===== src/design/fnd_pkg.sv =====
// Constants for the fractional-N divider control block.
// Assumes a single clk_sys domain and that the host serial port has already
// been decoded into register read and write strobes.
// What this block does
// - Integer mode turns modulator off; integer word 16 to 2^19-1 is used.
// - VCO frequency equals reference over R times integer plus frac/2^24.
// - Integer word is 19 bits, fractional word 24 bits, separate registers.
// - Output is VCO divided by k: 0.5, 1, or even 2 to 62.
// - Oscillator subsystem writes pass only through forwarding register 5.
// - Reference is divided by R; detector runs at reference over R.
// - Exact mode takes step count from the step register, below 2^14.
// - Exact mode keeps the full 24-bit accumulator modulus.
package fnd_pkg;
   localparam int ADDR_W = 4;
   localparam int DATA_W = 24;
   localparam int INT_W = 19;
   localparam int FRAC_W = 24;
   localparam int STEP_W = 14;
   localparam int NDIV_W = 20;
   localparam int ODIV_W = 6;
   // Register offsets
   localparam logic [3:0] A_REF = 4'h2;
   localparam logic [3:0] A_INT = 4'h3;
   localparam logic [3:0] A_FRAC = 4'h4;
   localparam logic [3:0] A_FWD = 4'h5;
   localparam logic [3:0] A_MODE = 4'h6;
   localparam logic [3:0] A_EXACT = 4'hc;
   // Mode control fields
   localparam int MODE_FRAC_EN_BIT = 11;
   localparam int MODE_BYPASS_BIT = 7;
   // Forwarding word layout: subsystem register address, then its data
   localparam int FWD_ADDR_LSB = 0;
   localparam int FWD_DATA_LSB = 4;
   localparam logic [3:0] VCO_REG_DIV = 4'h2;
   localparam logic [3:0] VCO_REG_DBL = 4'h3;
   localparam logic [5:0] ODIV_MAX = 6'h3e;
   // Divide ratio limits
   localparam logic [18:0] N_MIN_INT = 19'h00010;
   localparam logic [18:0] N_MIN_FRAC = 19'h00014;
   localparam logic [18:0] N_MAX_FRAC = 19'h7fffc;
   // Reset values
   localparam logic [23:0] REF_RST = 24'h000001;
   localparam logic [18:0] INT_RST = 19'h00010;
   localparam logic [23:0] FRAC_RST = 24'h000000;
   localparam logic [23:0] FWD_RST = 24'h000000;
   localparam logic [23:0] MODE_RST = 24'h000080;
   localparam logic [23:0] EXACT_RST = 24'h000000;
   localparam logic [5:0] ODIV_RST = 6'h01;
endpackage : fnd_pkg


===== src/design/fnd_dsm_if.sv =====
// Carries the modulator setup and the per-comparison divide ratio.
// Assumes both ends run on clk_sys.
`timescale 1ns/1ps
interface fnd_dsm_if;
   import fnd_pkg::*;
   logic pd_tick;
   logic frac_en;
   logic exact_en;
   logic [INT_W-1:0] int_word;
   logic [FRAC_W-1:0] frac_word;
   logic [STEP_W-1:0] step_count;
   logic [NDIV_W-1:0] n_div;
   logic n_valid;
   modport ctl (output pd_tick, frac_en, exact_en, int_word, frac_word,
      step_count, input n_div, n_valid);
   modport dsm (input pd_tick, frac_en, exact_en, int_word, frac_word,
      step_count, output n_div, n_valid);
endinterface : fnd_dsm_if


===== src/design/fnd_dsm.sv =====
// Delta-sigma modulator: one divide ratio per detector comparison.
// Assumes pd_tick is a one-cycle pulse from the reference divider.
`timescale 1ns/1ps
module fnd_dsm
   import fnd_pkg::*;
(
   input wire logic clk_sys,
   input wire logic rst_n,
   input wire logic ce,
   fnd_dsm_if.dsm dif
);
   logic [FRAC_W-1:0] acc, next_acc;
   logic [STEP_W-1:0] cnt, next_cnt;
   logic [NDIV_W-1:0] next_n_div;
   logic next_n_valid;
   logic [FRAC_W:0] sum;

   // Accumulate the fraction; the carry adds one to the integer ratio
   always_comb begin
      sum = {1'b0, acc} + {1'b0, dif.frac_word};
      next_acc = acc;
      next_cnt = cnt;
      next_n_div = dif.n_div;
      next_n_valid = 1'b0;
      if (dif.pd_tick) begin
         next_n_valid = 1'b1;
         if (!dif.frac_en) begin
            next_n_div = {1'b0, dif.int_word};
            next_cnt = '0;
         end else begin
            // average ratio int plus frac over 2^24 while exact mode is off
            next_n_div = {1'b0, dif.int_word} + {{INT_W{1'b0}}, sum[FRAC_W]};
            next_acc = sum[FRAC_W-1:0];
            // full modulus, residue cleared each step cycle
            if (dif.exact_en) begin
               if (cnt >= dif.step_count - 1'b1) begin
                  next_cnt = '0;
                  next_acc = '0;
               end else begin
                  next_cnt = cnt + 1'b1;
               end
            end else begin
               next_cnt = '0;
            end
         end
      end
   end

   // Registers only
   always_ff @(posedge clk_sys or negedge rst_n) begin
      if (!rst_n) begin
         acc <= '0;
         cnt <= '0;
         dif.n_div <= '0;
         dif.n_valid <= 1'b0;
      end else if (ce) begin
         acc <= next_acc;
         cnt <= next_cnt;
         dif.n_div <= next_n_div;
         dif.n_valid <= next_n_valid;
      end
   end

   // Integer mode passes the integer word unchanged
   a_int_mode_ratio: assert property (
      @(posedge clk_sys) disable iff (!rst_n)
      ce && dif.pd_tick && !dif.frac_en |=>
      dif.n_valid && dif.n_div == {1'b0, $past(dif.int_word)})
      else $error("integer mode ratio differs from integer word");
   // Fractional ratio is integer or integer plus one
   a_frac_carry: assert property (
      @(posedge clk_sys) disable iff (!rst_n)
      ce && dif.pd_tick && dif.frac_en |=>
      dif.n_div - {1'b0, $past(dif.int_word)} <= 20'h00001)
      else $error("fractional ratio outside int to int plus one");
   // Step counter stays below the programmed step count; a frozen
   // cycle leaves the counter untouched, so only enabled steps count
   a_exact_cnt: assert property (
      @(posedge clk_sys) disable iff (!rst_n)
      dif.exact_en && dif.frac_en && $stable(dif.step_count) &&
      dif.step_count != '0 && $past(dif.pd_tick) && $past(ce) |->
      cnt < dif.step_count)
      else $error("exact step counter passed step count");
   // Accumulator cleared at end of each exact cycle
   a_exact_clear: assert property (
      @(posedge clk_sys) disable iff (!rst_n)
      ce && dif.pd_tick && dif.frac_en && dif.exact_en &&
      cnt >= dif.step_count - 1'b1 |=> acc == '0)
      else $error("exact cycle did not clear accumulator");
   c_exact_wrap: cover property (@(posedge clk_sys)
      ce && dif.pd_tick && dif.exact_en && cnt != '0);
   c_carry: cover property (@(posedge clk_sys)
      ce && dif.pd_tick && dif.frac_en && sum[FRAC_W]);
endmodule : fnd_dsm


===== src/design/fnd_top.sv =====
// Divider and modulator control registers of the synthesizer core.
// Assumes decoded serial-port strobes and a one-cycle reference edge pulse,
// all synchronous to clk_sys.
`timescale 1ns/1ps
module fnd_top
   import fnd_pkg::*;
(
   input wire logic clk_sys,
   input wire logic rst_n,
   input wire logic ce,
   input wire logic reg_wr,
   input wire logic reg_rd,
   input wire logic [ADDR_W-1:0] reg_addr,
   input wire logic [DATA_W-1:0] reg_wdata,
   input wire logic ref_tick,
   output logic [DATA_W-1:0] reg_rdata,
   output logic pd_tick,
   output logic [NDIV_W-1:0] n_div,
   output logic n_valid,
   output logic [DATA_W-1:0] vco_wr_data,
   output logic vco_wr_stb,
   output logic [ODIV_W-1:0] out_div,
   output logic doubler_en,
   output logic frac_active,
   output logic exact_active,
   output logic ratio_bad
);
   logic [DATA_W-1:0] ref_div, next_ref_div;
   logic [INT_W-1:0] int_word, next_int_word;
   logic [FRAC_W-1:0] frac_word, next_frac_word;
   logic [DATA_W-1:0] fwd_word, next_fwd_word;
   logic [DATA_W-1:0] mode_word, next_mode_word;
   logic [DATA_W-1:0] exact_word, next_exact_word;
   logic [DATA_W-1:0] next_reg_rdata;
   logic [DATA_W-1:0] next_vco_wr_data;
   logic next_vco_wr_stb;
   logic [ODIV_W-1:0] next_out_div;
   logic next_doubler_en;
   logic next_frac_active, next_exact_active, next_ratio_bad;
   logic [DATA_W-1:0] ref_cnt, next_ref_cnt;
   logic next_pd_tick;
   logic [DATA_W-1:0] ref_last;
   logic [3:0] fwd_addr;
   logic [ODIV_W-1:0] fwd_div;
   logic fwd_div_ok;
   logic wr_ref;

   fnd_dsm_if dif ();

   // Register writes and reads; unmapped reads return zero
   always_comb begin
      next_ref_div = ref_div;
      next_int_word = int_word;
      next_frac_word = frac_word;
      next_fwd_word = fwd_word;
      next_mode_word = mode_word;
      next_exact_word = exact_word;
      next_reg_rdata = reg_rdata;
      wr_ref = 1'b0;
      if (reg_wr) begin
         case (reg_addr)
            A_REF: begin
               next_ref_div = reg_wdata;
               wr_ref = 1'b1;
            end
            A_INT: next_int_word = reg_wdata[INT_W-1:0];
            A_FRAC: next_frac_word = reg_wdata[FRAC_W-1:0];
            A_FWD: next_fwd_word = reg_wdata;
            A_MODE: next_mode_word = reg_wdata;
            A_EXACT: next_exact_word = reg_wdata;
            default: next_ref_div = ref_div;
         endcase
      end
      if (reg_rd) begin
         case (reg_addr)
            A_REF: next_reg_rdata = ref_div;
            A_INT: next_reg_rdata = {{(DATA_W-INT_W){1'b0}}, int_word};
            A_FRAC: next_reg_rdata = frac_word;
            A_FWD: next_reg_rdata = fwd_word;
            A_MODE: next_reg_rdata = mode_word;
            A_EXACT: next_reg_rdata = exact_word;
            default: next_reg_rdata = '0;
         endcase
      end
   end

   // Forwarded writes to the oscillator subsystem; its shadowed selectors
   // accept only legal codes so a bad write cannot leave k undefined
   always_comb begin
      fwd_addr = reg_wdata[FWD_ADDR_LSB +: 4];
      fwd_div = reg_wdata[FWD_DATA_LSB +: ODIV_W];
      fwd_div_ok = (fwd_div == ODIV_RST) ||
         (!fwd_div[0] && fwd_div != '0 && fwd_div <= ODIV_MAX);
      next_vco_wr_data = vco_wr_data;
      next_vco_wr_stb = 1'b0;
      next_out_div = out_div;
      next_doubler_en = doubler_en;
      if (reg_wr && reg_addr == A_FWD) begin
         next_vco_wr_data = reg_wdata;
         next_vco_wr_stb = 1'b1;
         // k of 1, even 2 to 62, or doubler
         if (fwd_addr == VCO_REG_DIV && fwd_div_ok) begin
            next_out_div = fwd_div;
         end
         if (fwd_addr == VCO_REG_DBL) begin
            next_doubler_en = reg_wdata[FWD_DATA_LSB];
         end
      end
   end

   // Reference divider; an R of zero behaves as one
   always_comb begin
      ref_last = (ref_div == '0) ? '0 : ref_div - 1'b1;
      next_ref_cnt = ref_cnt;
      next_pd_tick = 1'b0;
      // one detector tick per R reference edges
      if (wr_ref) begin
         next_ref_cnt = '0;
      end else if (ref_tick) begin
         if (ref_cnt >= ref_last) begin
            next_ref_cnt = '0;
            next_pd_tick = 1'b1;
         end else begin
            next_ref_cnt = ref_cnt + 1'b1;
         end
      end
   end

   // Mode decode; bypass set wins so an odd combination stays integer
   always_comb begin
      // integer mode when enable clear or bypass set
      next_frac_active = mode_word[MODE_FRAC_EN_BIT] &&
         !mode_word[MODE_BYPASS_BIT];
      // nonzero step count selects exact mode
      next_exact_active = next_frac_active &&
         exact_word[STEP_W-1:0] != '0;
      if (next_frac_active) begin
         next_ratio_bad = int_word < N_MIN_FRAC || int_word > N_MAX_FRAC;
      end else begin
         next_ratio_bad = int_word < N_MIN_INT;
      end
   end

   assign dif.pd_tick = pd_tick;
   assign dif.frac_en = frac_active;
   assign dif.exact_en = exact_active;
   assign dif.int_word = int_word;
   assign dif.frac_word = frac_word;
   assign dif.step_count = exact_word[STEP_W-1:0];
   assign n_div = dif.n_div;
   assign n_valid = dif.n_valid;

   fnd_dsm u_dsm (
      .clk_sys(clk_sys),
      .rst_n(rst_n),
      .ce(ce),
      .dif(dif)
   );

   // Registers only; ce low freezes everything
   always_ff @(posedge clk_sys or negedge rst_n) begin
      if (!rst_n) begin
         ref_div <= REF_RST;
         int_word <= INT_RST;
         frac_word <= FRAC_RST;
         fwd_word <= FWD_RST;
         mode_word <= MODE_RST;
         exact_word <= EXACT_RST;
         reg_rdata <= '0;
         vco_wr_data <= '0;
         vco_wr_stb <= 1'b0;
         out_div <= ODIV_RST;
         doubler_en <= 1'b0;
         ref_cnt <= '0;
         pd_tick <= 1'b0;
         frac_active <= 1'b0;
         exact_active <= 1'b0;
         ratio_bad <= 1'b0;
      end else if (ce) begin
         ref_div <= next_ref_div;
         int_word <= next_int_word;
         frac_word <= next_frac_word;
         fwd_word <= next_fwd_word;
         mode_word <= next_mode_word;
         exact_word <= next_exact_word;
         reg_rdata <= next_reg_rdata;
         vco_wr_data <= next_vco_wr_data;
         vco_wr_stb <= next_vco_wr_stb;
         out_div <= next_out_div;
         doubler_en <= next_doubler_en;
         ref_cnt <= next_ref_cnt;
         pd_tick <= next_pd_tick;
         frac_active <= next_frac_active;
         exact_active <= next_exact_active;
         ratio_bad <= next_ratio_bad;
      end
   end

   // Forwarded write appears on the subsystem strobe next cycle
   a_fwd_strobe: assert property (
      @(posedge clk_sys) disable iff (!rst_n)
      ce && reg_wr && reg_addr == A_FWD |=>
      vco_wr_stb && vco_wr_data == $past(reg_wdata))
      else $error("forwarded write not passed on");
   // No fresh subsystem strobe without a forwarding write; a strobe
   // frozen by ce low is the old one still standing
   a_fwd_only: assert property (
      @(posedge clk_sys) disable iff (!rst_n)
      vco_wr_stb && $past(ce) |-> $past(reg_wr && reg_addr == A_FWD))
      else $error("subsystem strobe without forwarding write");
   // Divider count stays below R
   a_ref_range: assert property (
      @(posedge clk_sys) disable iff (!rst_n)
      ref_div != '0 && $stable(ref_div) |-> ref_cnt < ref_div)
      else $error("reference count reached R");
   // Output divider only ever holds a legal code
   a_odiv_legal: assert property (
      @(posedge clk_sys) disable iff (!rst_n)
      out_div == ODIV_RST || (!out_div[0] && out_div != '0 &&
      out_div <= ODIV_MAX))
      else $error("illegal output divider code");
   c_fwd_write: cover property (@(posedge clk_sys) vco_wr_stb);
   c_pd_tick: cover property (@(posedge clk_sys) pd_tick && frac_active);
endmodule : fnd_top


===== config.mk =====
export PLATFORM = sky130hd
export DESIGN_NAME = fnd_top
export DESIGN_NICKNAME = d
export VERILOG_FILES = /design/src/design/fnd_pkg.sv /design/src/design/fnd_dsm_if.sv /design/src/design/fnd_dsm.sv /design/src/design/fnd_top.sv
export SDC_FILE = /design/constraint.sdc
export NUM_CORES = 1
export LEC_CHECK = 0
export BUFFER_PORTS_ARGS = -buffer_cell sky130_fd_sc_hd__buf_2
export CAP_MARGIN = 20
export CORE_MARGIN = 2
export CORE_UTILIZATION = 65
export DETAILED_ROUTE_END_ITERATION = 16
export HOLD_SLACK_MARGIN = 0.12
export PLACE_DENSITY = 0.86
export SYNTH_ARGS = -nofsm -noshare
export SYNTH_HDL_FRONTEND = slang
export SYNTH_SLANG_ARGS = --single-unit

===== constraint.sdc =====
create_clock -name clk_sys -period 9 [get_ports clk_sys]
set_input_delay 0.9 -clock clk_sys [delete_from_list [all_inputs] [get_ports clk_sys]]
set_output_delay 0.9 -clock clk_sys [all_outputs]
set_load 0.01 [all_outputs]

## Word-level counts from Yosys, hierarchy flattened

Cells that the tools add are included.

- Add/subtract/negate cells: 6
- Magnitude comparators: 6
- Equal/unequal tests: 9
- Muxes and demuxes: 19
- Reduce and logical (&&, ||, !) cells: 27

Operators by type and width:

| operator | count |
|---|---|
| $mux W24 | 6 |
| $pmux W24 S6 | 1 |
| $mux W14 | 3 |
| $lt A19 B5 Y1 const B | 2 |
| $reduce_and A3 Y1 | 9 |
| $add A24 B24 Y25 | 1 |
| $add A24 B1 Y24 const B | 1 |
| $ge A24 B24 Y1 | 1 |
| $logic_not A24 Y1 | 1 |
| $sub A24 B1 Y24 const B | 1 |
| $add A19 B1 Y20 | 1 |
| $mux W20 | 1 |
| $gt A19 B19 Y1 const B | 1 |
| $eq A4 B2 Y1 const B | 4 |
| $add A14 B1 Y14 const B | 1 |
| $ge A14 B14 Y1 | 1 |
| $reduce_bool A14 Y1 | 1 |
| $sub A14 B1 Y14 const B | 1 |
| $eq A4 B3 Y1 const B | 3 |
| $mux W1 | 8 |
| $reduce_and A2 Y1 | 4 |
| $eq A6 B1 Y1 const B | 1 |
| $le A6 B6 Y1 const B | 1 |
| $logic_and A1 B1 Y1 | 6 |
| other kinds (5) | 7 |

- Register bits after elaboration: 282
- Output and inout bits: 81
- Word-level logic and storage cells: 87

## Longest topological paths before layout

Gate-level depths: netlist of run 1.

- Depth in word-level cells: 6
- Depth in mapped cells: 17

## Cells and area by module

A second synthesis of run 1 with hierarchy kept.

- Cell total of the unflattened synthesis: 1517
- Area total of the unflattened synthesis: 15427.3 µm²

By module, submodules not included:

| module | times used | cells an instance | area each (µm²) |
|---|---|---|---|
| fnd_top | 1 | 983 | 10710.3 |
| fnd_dsm | 1 | 534 | 4717.0 |

## Least setup slack after synthesis of run 1

No wires, ideal clock.

- Kind: register -> register
- From: reg ref_div[8]
- To: reg ref_cnt[12]
- Library setup time: 0.121 ns
- Arrival time: 3.818 ns
- Path slack: 5.061 ns
- Stages on the path, launching flop included: 17
- Path buffers: 2
- Path through: dfrtp_1 or4_4 or3_4 nor3_4 nand3_2 nor4_2 xor2_1 nand2_1 ha_1 nand4_1 nor4_1 o21ai_0 a21oi_1 nor2_1 buf_2 buf_2 a22o_1

- Longest elaborated chain between the ends: 6
- Elaborated cells between the ends (all ways): 7

RTL lines:

| what | line | source |
|---|---|---|
| start: declaration | fnd_top.sv:28 | `logic [DATA_W-1:0] ref_div, next_ref_div;` |
| start signal: assignment | fnd_top.sv:180 | `ref_div <= next_ref_div;` |
| $sub A24 B1 Y24 / $logic_not A24 Y1 (equally long branches) | fnd_top.sv:113 | `ref_last = (ref_div == '0) ? '0 : ref_div - 1'b1;` |
| $mux W24 * | fnd_top.sv:113 |  |
| $ge A24 B24 Y1 * | fnd_top.sv:120 | `if (ref_cnt >= ref_last) begin` |
| $mux W24 * | fnd_top.sv:120 |  |
| $mux W24 * | fnd_top.sv:119 | `end else if (ref_tick) begin` |
| $mux W24 * | fnd_top.sv:117 | `if (wr_ref) begin` |
| end signal: assignment | fnd_top.sv:191 | `ref_cnt <= next_ref_cnt;` |
| end: declaration | fnd_top.sv:40 | `logic [DATA_W-1:0] ref_cnt, next_ref_cnt;` |

Every way passes the cells marked *; elsewhere a longest branch is shown, timed or not. The select of a mux whose other input is x is not followed.
A chain may end at the register's enable or synchronous reset.

## Worst setup path in the final report of run 1

- From: reg ref_div[8]
- To: reg ref_cnt[23]

The elaborated chain is that of the path after synthesis.

==> metrics.txt, run 1 <==
family with the most delay on the worst path=simple AND/OR/NAND/NOR gates; final instance count without filler cells=1854; largest family of logic cells by synthesized area=simple AND/OR/NAND/NOR gates; Worst Tran Pin Value=1.077 ns; WP data arrival=5.34 ns; Rows=55; synthesized area per cell=10.20 um2; Cell Int Power=0.002565 W; hold buffer count at CTS=0; num ports=115; Tot GR Track Use=32.75%; XOR/XNOR share of the synthesized area=4.006%; Clock transition at path regs=0.06 ns; Synth cell types=63; Die H=155.2 um; register area share after synthesis=47.50%; Flop pwr share=45.5%; Hold WC Path Type=in2async; Worst Skew=0.01453 ns; GPL Wtd Cong=0.9412; async set-reset flop share out of synthesis=100.0%; crit path time final=4.892 ns; critical path endpoint category=register; CP Cell Sequence=or4_4 -> or3_4 -> nor3_4 -> nand4_1 -> nand2_1 -> ha_1 -> nand4_1 -> nor4_1 -> o21ai_0 -> a21oi_1 -> nor2_1 -> buf_4 -> and3_1 -> a221o_1; # setup viols final=0; share of the synthesized area in the top cell type=46.79%; Worst path slowest cell=nand4_1; Post-DP HPWL=26.76 mm; Final Max Tran Viols=0; most frequent cells after synthesis=dfrtp_1, nand2_1, mux2_2; crit start category=register; Final Hold Vio Count=0; clock network fraction of total power=35.3%; final hold slack=0.3623 ns; layout cells sized above 1=20.40%; Initial Util=65.87%; Synth area leaders=dfrtp_1, mux2_2, nand2_1, ha_1, a22oi_1; initial antenna violation count=0; global-route wire length before repair=63.28 mm; P_sw=0.001121 W; Tcrit/Tclk final=54.36%; CTS Buf Count=29; slew margin rel.=28.00%; post-CTS setup buffers=0; Post-Synth Adder-Cell Area=6.025%; yosys warns=0; Synthesized Nets=1563; area grow syn2layout=12.93%; max incr delay on CP=0.72 ns; worst-path fanout max=31; fill count=1481; max_cap viols=0; CTS Sinks=282; die area=0.02410 mm2; Placed Cells=1798; # DRC=0; Synth Instances=1458; synthesized area=0.01487 mm2; ant diodes=0; buffers and inverters on the worst path=1; Detailed Routing Iterations Pass 1=7; H-tree depth=1; Antenna Nets Post-Route=0; required time worst endpoint=9.45 ns; peak supply drop=0.0001713 V; CTS tree=yes; power density over cell area=219.5 mW/mm2; DR WL/cell=21.32 um; EDFF count, synth=0; #FFs+latches synth=282; Switching Share=30.41%; mux cell area share after synthesis=9.543%; outcome=complete, no violations; critical path class=reg2reg; clock root buffer=clkbuf_16; most used cell, CP=nand4_1; Synth area leader=dfrtp_1; setup TNS=0 ns; vias in the first global route=11860; Die Span X=155.2 um; Synth Area in Simple Gates=15.62%; post_cts resized=0; I/O Buffers=114; Top FF cell, synth=dfrtp_1; vias=12260; # nets final=1652; largest net degree at the start of global routing=184; RSZ-0062 raised after global routing=no; Via density=6.612; leak pwr=8.268 nW; clock latency at the later pin of the worst-skew pair=0.57 ns; Compound-Gate Fraction of Synth Area=14.79%; final WL=39.53 mm; Initial DRC Count=1372; CTS Buffer Depth=3; gr ovfl total=0; power share of the combinational group=19.2%; Peak Freq=0.2044 GHz; Core Region=0.02257 mm2; most numerous cell in the Yosys netlist=dfrtp_1
worst reg2reg max path, cell delays in order, from the launching register on:
cell     delay, ns
dfrtp_1       0.46
or4_4         0.58
or3_4         0.38
nor3_4        0.18
nand4_1       0.72
nand2_1       0.29
ha_1          0.20
nand4_1       0.18
nor4_1        0.36
o21ai_0       0.13
a21oi_1       0.48
nor2_1        0.10
buf_4         0.26
and3_1        0.21
a221o_1       0.25
power by group through the flow:
stage               sequential, W  combinational [W]  clock (W)
floorplan                 0.00163           0.000486          0
global placement          0.00167           0.000662          0
detailed placement        0.00168           0.000693          0
CTS                       0.00166           0.000703    0.00131
global route              0.00170           0.000795    0.00136
finish                    0.00168           0.000709    0.00130
registers in the layout, summed over array words and instances, names as in the netlist, 6 cells and up:
signal           cells
ref_div             24
vco_wr_data         24
ref_cnt             24
dif.frac_word       24
u_dsm.cnt           14
reg_rdata           24
mode_word           24
dif.int_word        19
u_dsm.acc           24
fwd_word            24
u_dsm.dif.n_div     20
out_div              6
exact_word          24
layer usage:
layer  up-vias  wire, um  global-route usage, %
met5         -         0                      0
met4         0      1281                  10.09
met3       115      3762                  5.348
met2       644     18570                  52.70
met1      6005     15920                  46.32
li1       5495         -                      -
final cells by class:
class	count	area, um2	share of cell area (%)
flip-flops and latches	282	7062	42.06
repair buffers	133	788.3	4.695
well taps	285	356.6	2.124
inverters	19	71.32	0.4248
clock buffers	39	823.3	4.903
multi-input cells	1082	7478	44.54
clock inverters	14	210.2	1.252
per-stage QoR:
step	util (%)	total power [W]	worst slack (ns)	cell area [um2]
2_1_floorplan	-	0.002116	5.061	14870
3_3_place_gp	69.47	0.002331	4.410	15680
3_5_place_dp	69.47	0.002375	4.241	15680
4_1_cts	74.05	0.003673	4.214	16710
5_1_grt	74.38	0.003852	3.794	16790
6_report	74.38	0.003685	4.108	16790
cells in the final DEF (no fill, tap or decap), drive strengths merged, types with 11 or more instances in the layout:
| cell | count |
|---|---|
| a21o | 12 |
| nor2 | 55 |
| nor3 | 27 |
| a31oi | 25 |
| and3 | 29 |
| a21oi | 59 |
| o21ai | 62 |
| nand2 | 253 |
| xor2 | 40 |
| clkbuf | 39 |
| ha | 70 |
| mux2 | 118 |
| inv | 20 |
| nor4 | 11 |
| buf | 133 |
| xnor2 | 28 |
| dfrtp | 278 |
| nand4 | 21 |
| a22o | 50 |
| nand3 | 57 |
| a22oi | 63 |
path summary, 6_finish.rpt:
kind                           startpoint          endpoint  slack, ns  cells past startpoint
max                            ref_div[8]       ref_cnt[23]       4.11                     14
min                                 rst_n   vco_wr_data[17]       0.36                      1
max reg2reg                    ref_div[8]       ref_cnt[23]       4.11                     14
min reg2reg                vco_wr_data[5]    vco_wr_data[5]       0.47                      2
max in group asynchronous           rst_n  dif.frac_word[9]       7.18                      2
min in group clk_sys       vco_wr_data[5]    vco_wr_data[5]       0.47                      2
kinds of logic after synthesis:
kind of cell	Yosys count
simple gates	494
compound gates	322
buf+inv	94
fa+ha+maj	71
xor+xnor	68
mux	127
flops	282
No activity file was read; power rests on OpenSTA's default activity.
==> inputs of run 2 (changes only) <==
- CORE_UTILIZATION: 65 -> 61
- PLACE_DENSITY: 0.86 -> 0.82
- clock period: 9 -> 5.05 ns (I/O delays scaled with it)
==> metrics.txt, run 2 (synthesized netlist as in run 1, its figures left out) <==
clock network fraction of total power=34.7%; Core Region=0.02411 mm2; area grow syn2layout=13.59%; Post-DP HPWL=27.41 mm; Placed Area=0.01581 mm2; Power Total=0.006527 W; Die Span X=160.1 um; initial antenna violation count=3; # setup viols final=0; max_cap viols=0; gr ovfl total=0; fill count=1800; worst-path fanout max=14; layout cells sized above 1=20.42%; Tot GR Track Use=31.05%; die area=0.02564 mm2; Antenna Nets Post-Route=0; required time worst endpoint=5.53 ns; DR top layer=met5; Initial DRC Count=1298; Storage cell area=0.007062 mm2; outcome=complete, no violations; Cell Int Power=0.004501 W; CTS Sinks=282; DR WL met3=3.216 mm; clock root buffer=clkbuf_16; Flop pwr share=45.7%; CTS Buf Count=30; Initial Util=61.68%; footprint of the multi-input gates=0.007482 mm2; Peak Freq=0.2177 GHz; power density over cell area=386.5 mW/mm2; leak pwr=8.278 nW; global-route wire length before repair=63.54 mm; power share of the combinational group=19.6%; critical path endpoint category=register; slew margin rel.=24.34%; Rows=57; largest net degree at the start of global routing=119; RSZ-0062 raised after global routing=no; # nets final=1660; critical path class=reg2reg; Clock transition at path regs=0.06 ns; most common cell after layout, fill and taps aside=dfrtp_1; M1 wire length=17.03 mm; Final WS setup=0.4563 ns; WP data arrival=5.08 ns; I/O Buffers=114; Tcrit/Tclk final=90.97%; peak supply drop=0.0002748 V; Final Max Tran Viols=0; vias=12280; P_sw=0.002026 W; Detailed Routing Iterations Pass 1=8; post_cts resized=0; DR WL/cell=21.10 um; Final Hold Vio Count=0; post-place setup slack=0.5375 ns; GPL Wtd Cong=0.9154; # DRC=0; crit start category=register; crit path time final=4.594 ns; final WL=40.15 mm; Worst Tran Pin Value=1.132 ns; Switching Share=31.04%; Final Cell Area=0.01689 mm2; H-tree depth=1; most frequent cells in the layout=dfrtp_1, nand2_1, buf_2; CTS Buffer Depth=3; Die H=160.1 um; met2 wire length=18.60 mm; setup TNS=0 ns; Via density=6.453; Worst Skew=0.02824 ns; CTS tree=yes; vias in the first global route=11750; Core Util, Final=70.06%; Hold WC Path Type=in2reg; clock latency at the later pin of the worst-skew pair=0.58 ns; num ports=115
run 2: cell types whose count changed in the layout (fill, tap and decap cells not counted), moves of 2 or more:
cell      before  now
clkinv_2       8    5
buf_4         15   20
clkbuf_8       6    1
clkinv_4       0    4
clkbuf_1       4    8
diode_2        0    2
run 2: metrics by stage:
step           hold WS (ns)  instances
2_1_floorplan        0.2094       1458
3_3_place_gp         0.4554       1842
3_5_place_dp         0.4587       1844
4_1_cts              0.2184       1899
5_1_grt              0.2243       1903
6_report             0.2329       1903
run 2: metal layers:
| layer | GRT usage, % | vias up |
|---|---|---|
| li1 | - | 5502 |
| met1 | 43.82 | 6130 |
| met5 | 0 | - |
| met3 | 5.455 | 88 |
| met4 | 11.14 | 2 |
| met2 | 48.80 | 558 |
run 2: power by group through the flow:
stage	registers (W)	logic (W)	clock network (W)
finish	0.00298	0.00128	0.00227
detailed placement	0.00300	0.00125	0
CTS	0.00296	0.00127	0.00228
global route	0.00302	0.00142	0.00237
global placement	0.00298	0.00120	0
floorplan	0.00290	0.000866	0
run 2: final timing paths:
kind / cells past startpoint / from / slack [ns] / to
worst min-delay path: 3 / reg_wdata[21] / 0.23 / fwd_word[21]
worst min register to register: 2 / vco_wr_data[20] / 0.47 / vco_wr_data[20]
max in group asynchronous: 3 / rst_n / 3.35 / dif.int_word[18]
worst max-delay path: 16 / ref_div[8] / 0.46 / ref_cnt[16]
worst max register to register: 16 / ref_div[8] / 0.46 / ref_cnt[16]
min in group asynchronous: 2 / rst_n / 0.63 / ref_cnt[19]
run 2: final cells by class:
| class | instances | share of cell area [%] |
|---|---|---|
| Inverter | 19 | 0.4223 |
| Sequential cell | 282 | 41.81 |
| Clock inverter | 15 | 1.289 |
| Timing Repair Buffer | 140 | 5.038 |
| Clock buffer | 39 | 4.704 |
| Antenna cell | 2 | 0.02963 |
| Multi-Input combinational cell | 1082 | 44.30 |
| Tap cell | 324 | 2.400 |
run 2: worst max-delay path, cell delays in order (launching register included):
cell      delay, ns
dfrtp_1        0.45
or4_4          0.57
or3_4          0.37
nor3_4         0.19
nand3_2        0.17
nor4_2         0.21
xor2_1         0.17
nand2_1        0.07
ha_1           0.31
a21oi_1        0.15
o21ai_0        0.09
a22oi_1        0.30
nand3b_1       0.14
nor2_1         0.74
buf_4          0.30
o21ai_0        0.10
a31oi_1        0.17
run 2: repair_timing:
action                    in CTS  in global routing
hold buffers                   1                  0
buffers inserted               0                  0
hold endpoints to repair     114                  0
==> inputs of run 3 (changes only) <==
- ABC_AREA: unset -> 1
==> metrics.txt, run 3 <==
largest net degree at the start of global routing=94; CTS Buf Count=29; I/O Buffers=114; power density over cell area=393.3 mW/mm2; r2r startpoint=dif.frac_word[0]; Initial DRC Count=1761; fill count=2174; Detailed Routing Iterations Pass 1=8; required time worst endpoint=5.55 ns; global-route wire length before repair=73.64 mm; register area share after synthesis=43.92%; slew margin rel.=40.71%; critical path class=reg2reg; critical path endpoint category=register; Die Span X=166.4 um; Die H=166.4 um; layout cells sized above 1=10.00%; Peak Freq=0.2864 GHz; Worst Reg-to-Reg Cells=19; CTS tree=yes; max_cap viols=0; Clock transition at path regs=0.07 ns; Critical R2R Capture=u_dsm.dif.n_div[18]; # DRC=0; CTS Buffer Depth=3; leak pwr=9.694 nW; Tcrit/Tclk final=69.13%; post-place setup slack=1.566 ns; H-tree depth=1; Final Max Tran Viols=0; #FFs+latches synth=282; Synth cell types=51; post_cts resized=0; Synth Instances=2162; most numerous cell in the Yosys netlist=nand2_1; Hold WC Path Type=in2reg; ant diodes=0; synthesized area=0.01608 mm2; Initial Util=61.87%; most common cell after layout, fill and taps aside=nand2_1; outcome=complete, no violations; area grow syn2layout=11.32%; footprint of the multi-input gates=0.007770 mm2; Synth area leader=dfrtp_1; DR WL/cell=17.55 um; Final Hold Vio Count=0; Final WS setup=1.559 ns; num ports=115; Worst Skew=0.008211 ns; Worst setup startpoint=dif.frac_word[0]; Antenna Nets Post-Route=0; post-CTS setup buffers=0; flop2flop setup slack=1.56 ns; Top FF cell, synth=dfrtp_1; vias=14890; Worst Tran Pin Value=0.8862 ns; initial antenna violation count=0; final WL=45.87 mm; most frequent cells after synthesis=nand2_1, dfrtp_1, inv_1; gr ovfl total=0; die area=0.02767 mm2; Via density=5.696; async set-reset flop share out of synthesis=100.0%; Storage cell area=0.007062 mm2; clock latency at the later pin of the worst-skew pair=0.57 ns; Synth area leaders=dfrtp_1, nand2_1, o21ai_0, inv_1, ha_1; # nets final=2361; critical path endpoint=u_dsm.dif.n_div[18]; share of the synthesized area in the top cell type=43.27%; Rows=59; Core Region=0.02598 mm2; RSZ-0062 raised after global routing=no; crit path time final=3.491 ns; EDFF count, synth=0; Tot GR Track Use=32.99%; synthesized area per cell=7.437 um2; most frequent cells in the layout=nand2_1, dfrtp_1, inv_1; WP data arrival=3.99 ns; Post-DP HPWL=33.88 mm; clock root buffer=clkbuf_16; peak supply drop=0.0003350 V; worst-path fanout max=5; Synthesized Nets=2267; vias in the first global route=14070; setup TNS=0 ns; CTS Sinks=282; yosys warns=0; crit start category=register; GPL Wtd Cong=0.9733; # setup viols final=0
==> run 3: cell types whose count changed in the layout (fill, tap and decap cells not counted), sizes merged, moves of 29 or more <==
cell   delta
o21ai   +145
and3     -29
a22oi    -63
mux2    -118
nor2     +75
inv     +231
nand2   +547
a22o     -47
nand3    +33
==> run 3: metrics by stage <==
stage                     instance area (um2)  utilization, %  total power (W)  hold WS [ns]  std cells
after CTS                               17870           68.77         0.007034        0.1656       2613
after global routing                    17900           68.88         0.007440        0.1789       2614
final                                   17900           68.88         0.007039        0.1710       2614
after global placement                  16850           64.86         0.004701        0.4521       2558
after detailed placement                16850           64.86         0.004788        0.4586       2558
after floorplan                         16080               -         0.004168        0.2094       2162
==> run 3: kinds of logic after synthesis <==
| kind of cell | count (synthesis) | synth area share [%] |
|---|---|---|
| simple gates | 1119 | 28.82 |
| compound gates | 320 | 10.83 |
| buf+inv | 313 | 7.751 |
| flops | 282 | 43.92 |
| fa+ha+maj | 71 | 5.572 |
| xor+xnor | 57 | 3.105 |
==> run 3: critical path, stage by stage, from the launching register on <==
cell	delay (ns)
dfrtp_1	0.39
ha_1	0.29
fa_1	0.28
nand2_1	0.07
nand2_1	0.08
nand2_1	0.10
nor2_1	0.17
nand3_1	0.14
nand3_1	0.14
nand4_1	0.09
nand2_1	0.24
ha_1	0.23
ha_1	0.17
nand3_1	0.15
nor2_2	0.20
nand4_2	0.17
nor2_1	0.17
xor2_1	0.19
nand2_1	0.08
nand2_1	0.07
==> run 3: per-layer routing <==
layer / part of all wire [%] / up-vias / routed length (um) / GRT usage (%)
li1: - / 7127 / - / -
met5: 0 / - / 0 / 0
met4: 2.9 / 0 / 1326 / 9.070
met2: 47 / 620 / 21450 / 53.56
met1: 43 / 7040 / 19610 / 47.07
met3: 7.6 / 102 / 3491 / 4.361
==> run 3: area by class of cell <==
cell class / instances / share of cell area (%)
clock inverters: 11 / 0.8249
flip-flops and latches: 282 / 39.45
well taps: 335 / 2.342
inverters: 251 / 5.271
clock buffers: 43 / 4.796
repair buffers: 125 / 3.901
multi-input cells: 1567 / 43.41
==> run 3: repair_timing <==
action                                  CTS  global route
hold buffers                              1             0
endpoints found under the hold margin    84             0
endpoints found under the setup margin    0             0
==> run 3: worst min path at each step <==
stage / to / start / cells past startpoint
final: fwd_word[14] / reg_wdata[14] / 3
after global routing: fwd_word[1] / reg_wdata[1] / 3
after CTS: fwd_word[14] / reg_wdata[14] / 3
after detailed placement: u_dsm.dif.n_valid / u_dsm.dif.n_valid / 2
after global placement: u_dsm.dif.n_valid / u_dsm.dif.n_valid / 2
after floorplan: dif.frac_word[0] / rst_n / 0
==> run 3: report_power, final <==
| group | internal [W] | switching (W) | total, W |
|---|---|---|---|
| Sequential | 0.00265 | 0.000397 | 0.00305 |
| Combinational | 0.000659 | 0.00108 | 0.00174 |
| Clock | 0.00133 | 0.000916 | 0.00225 |
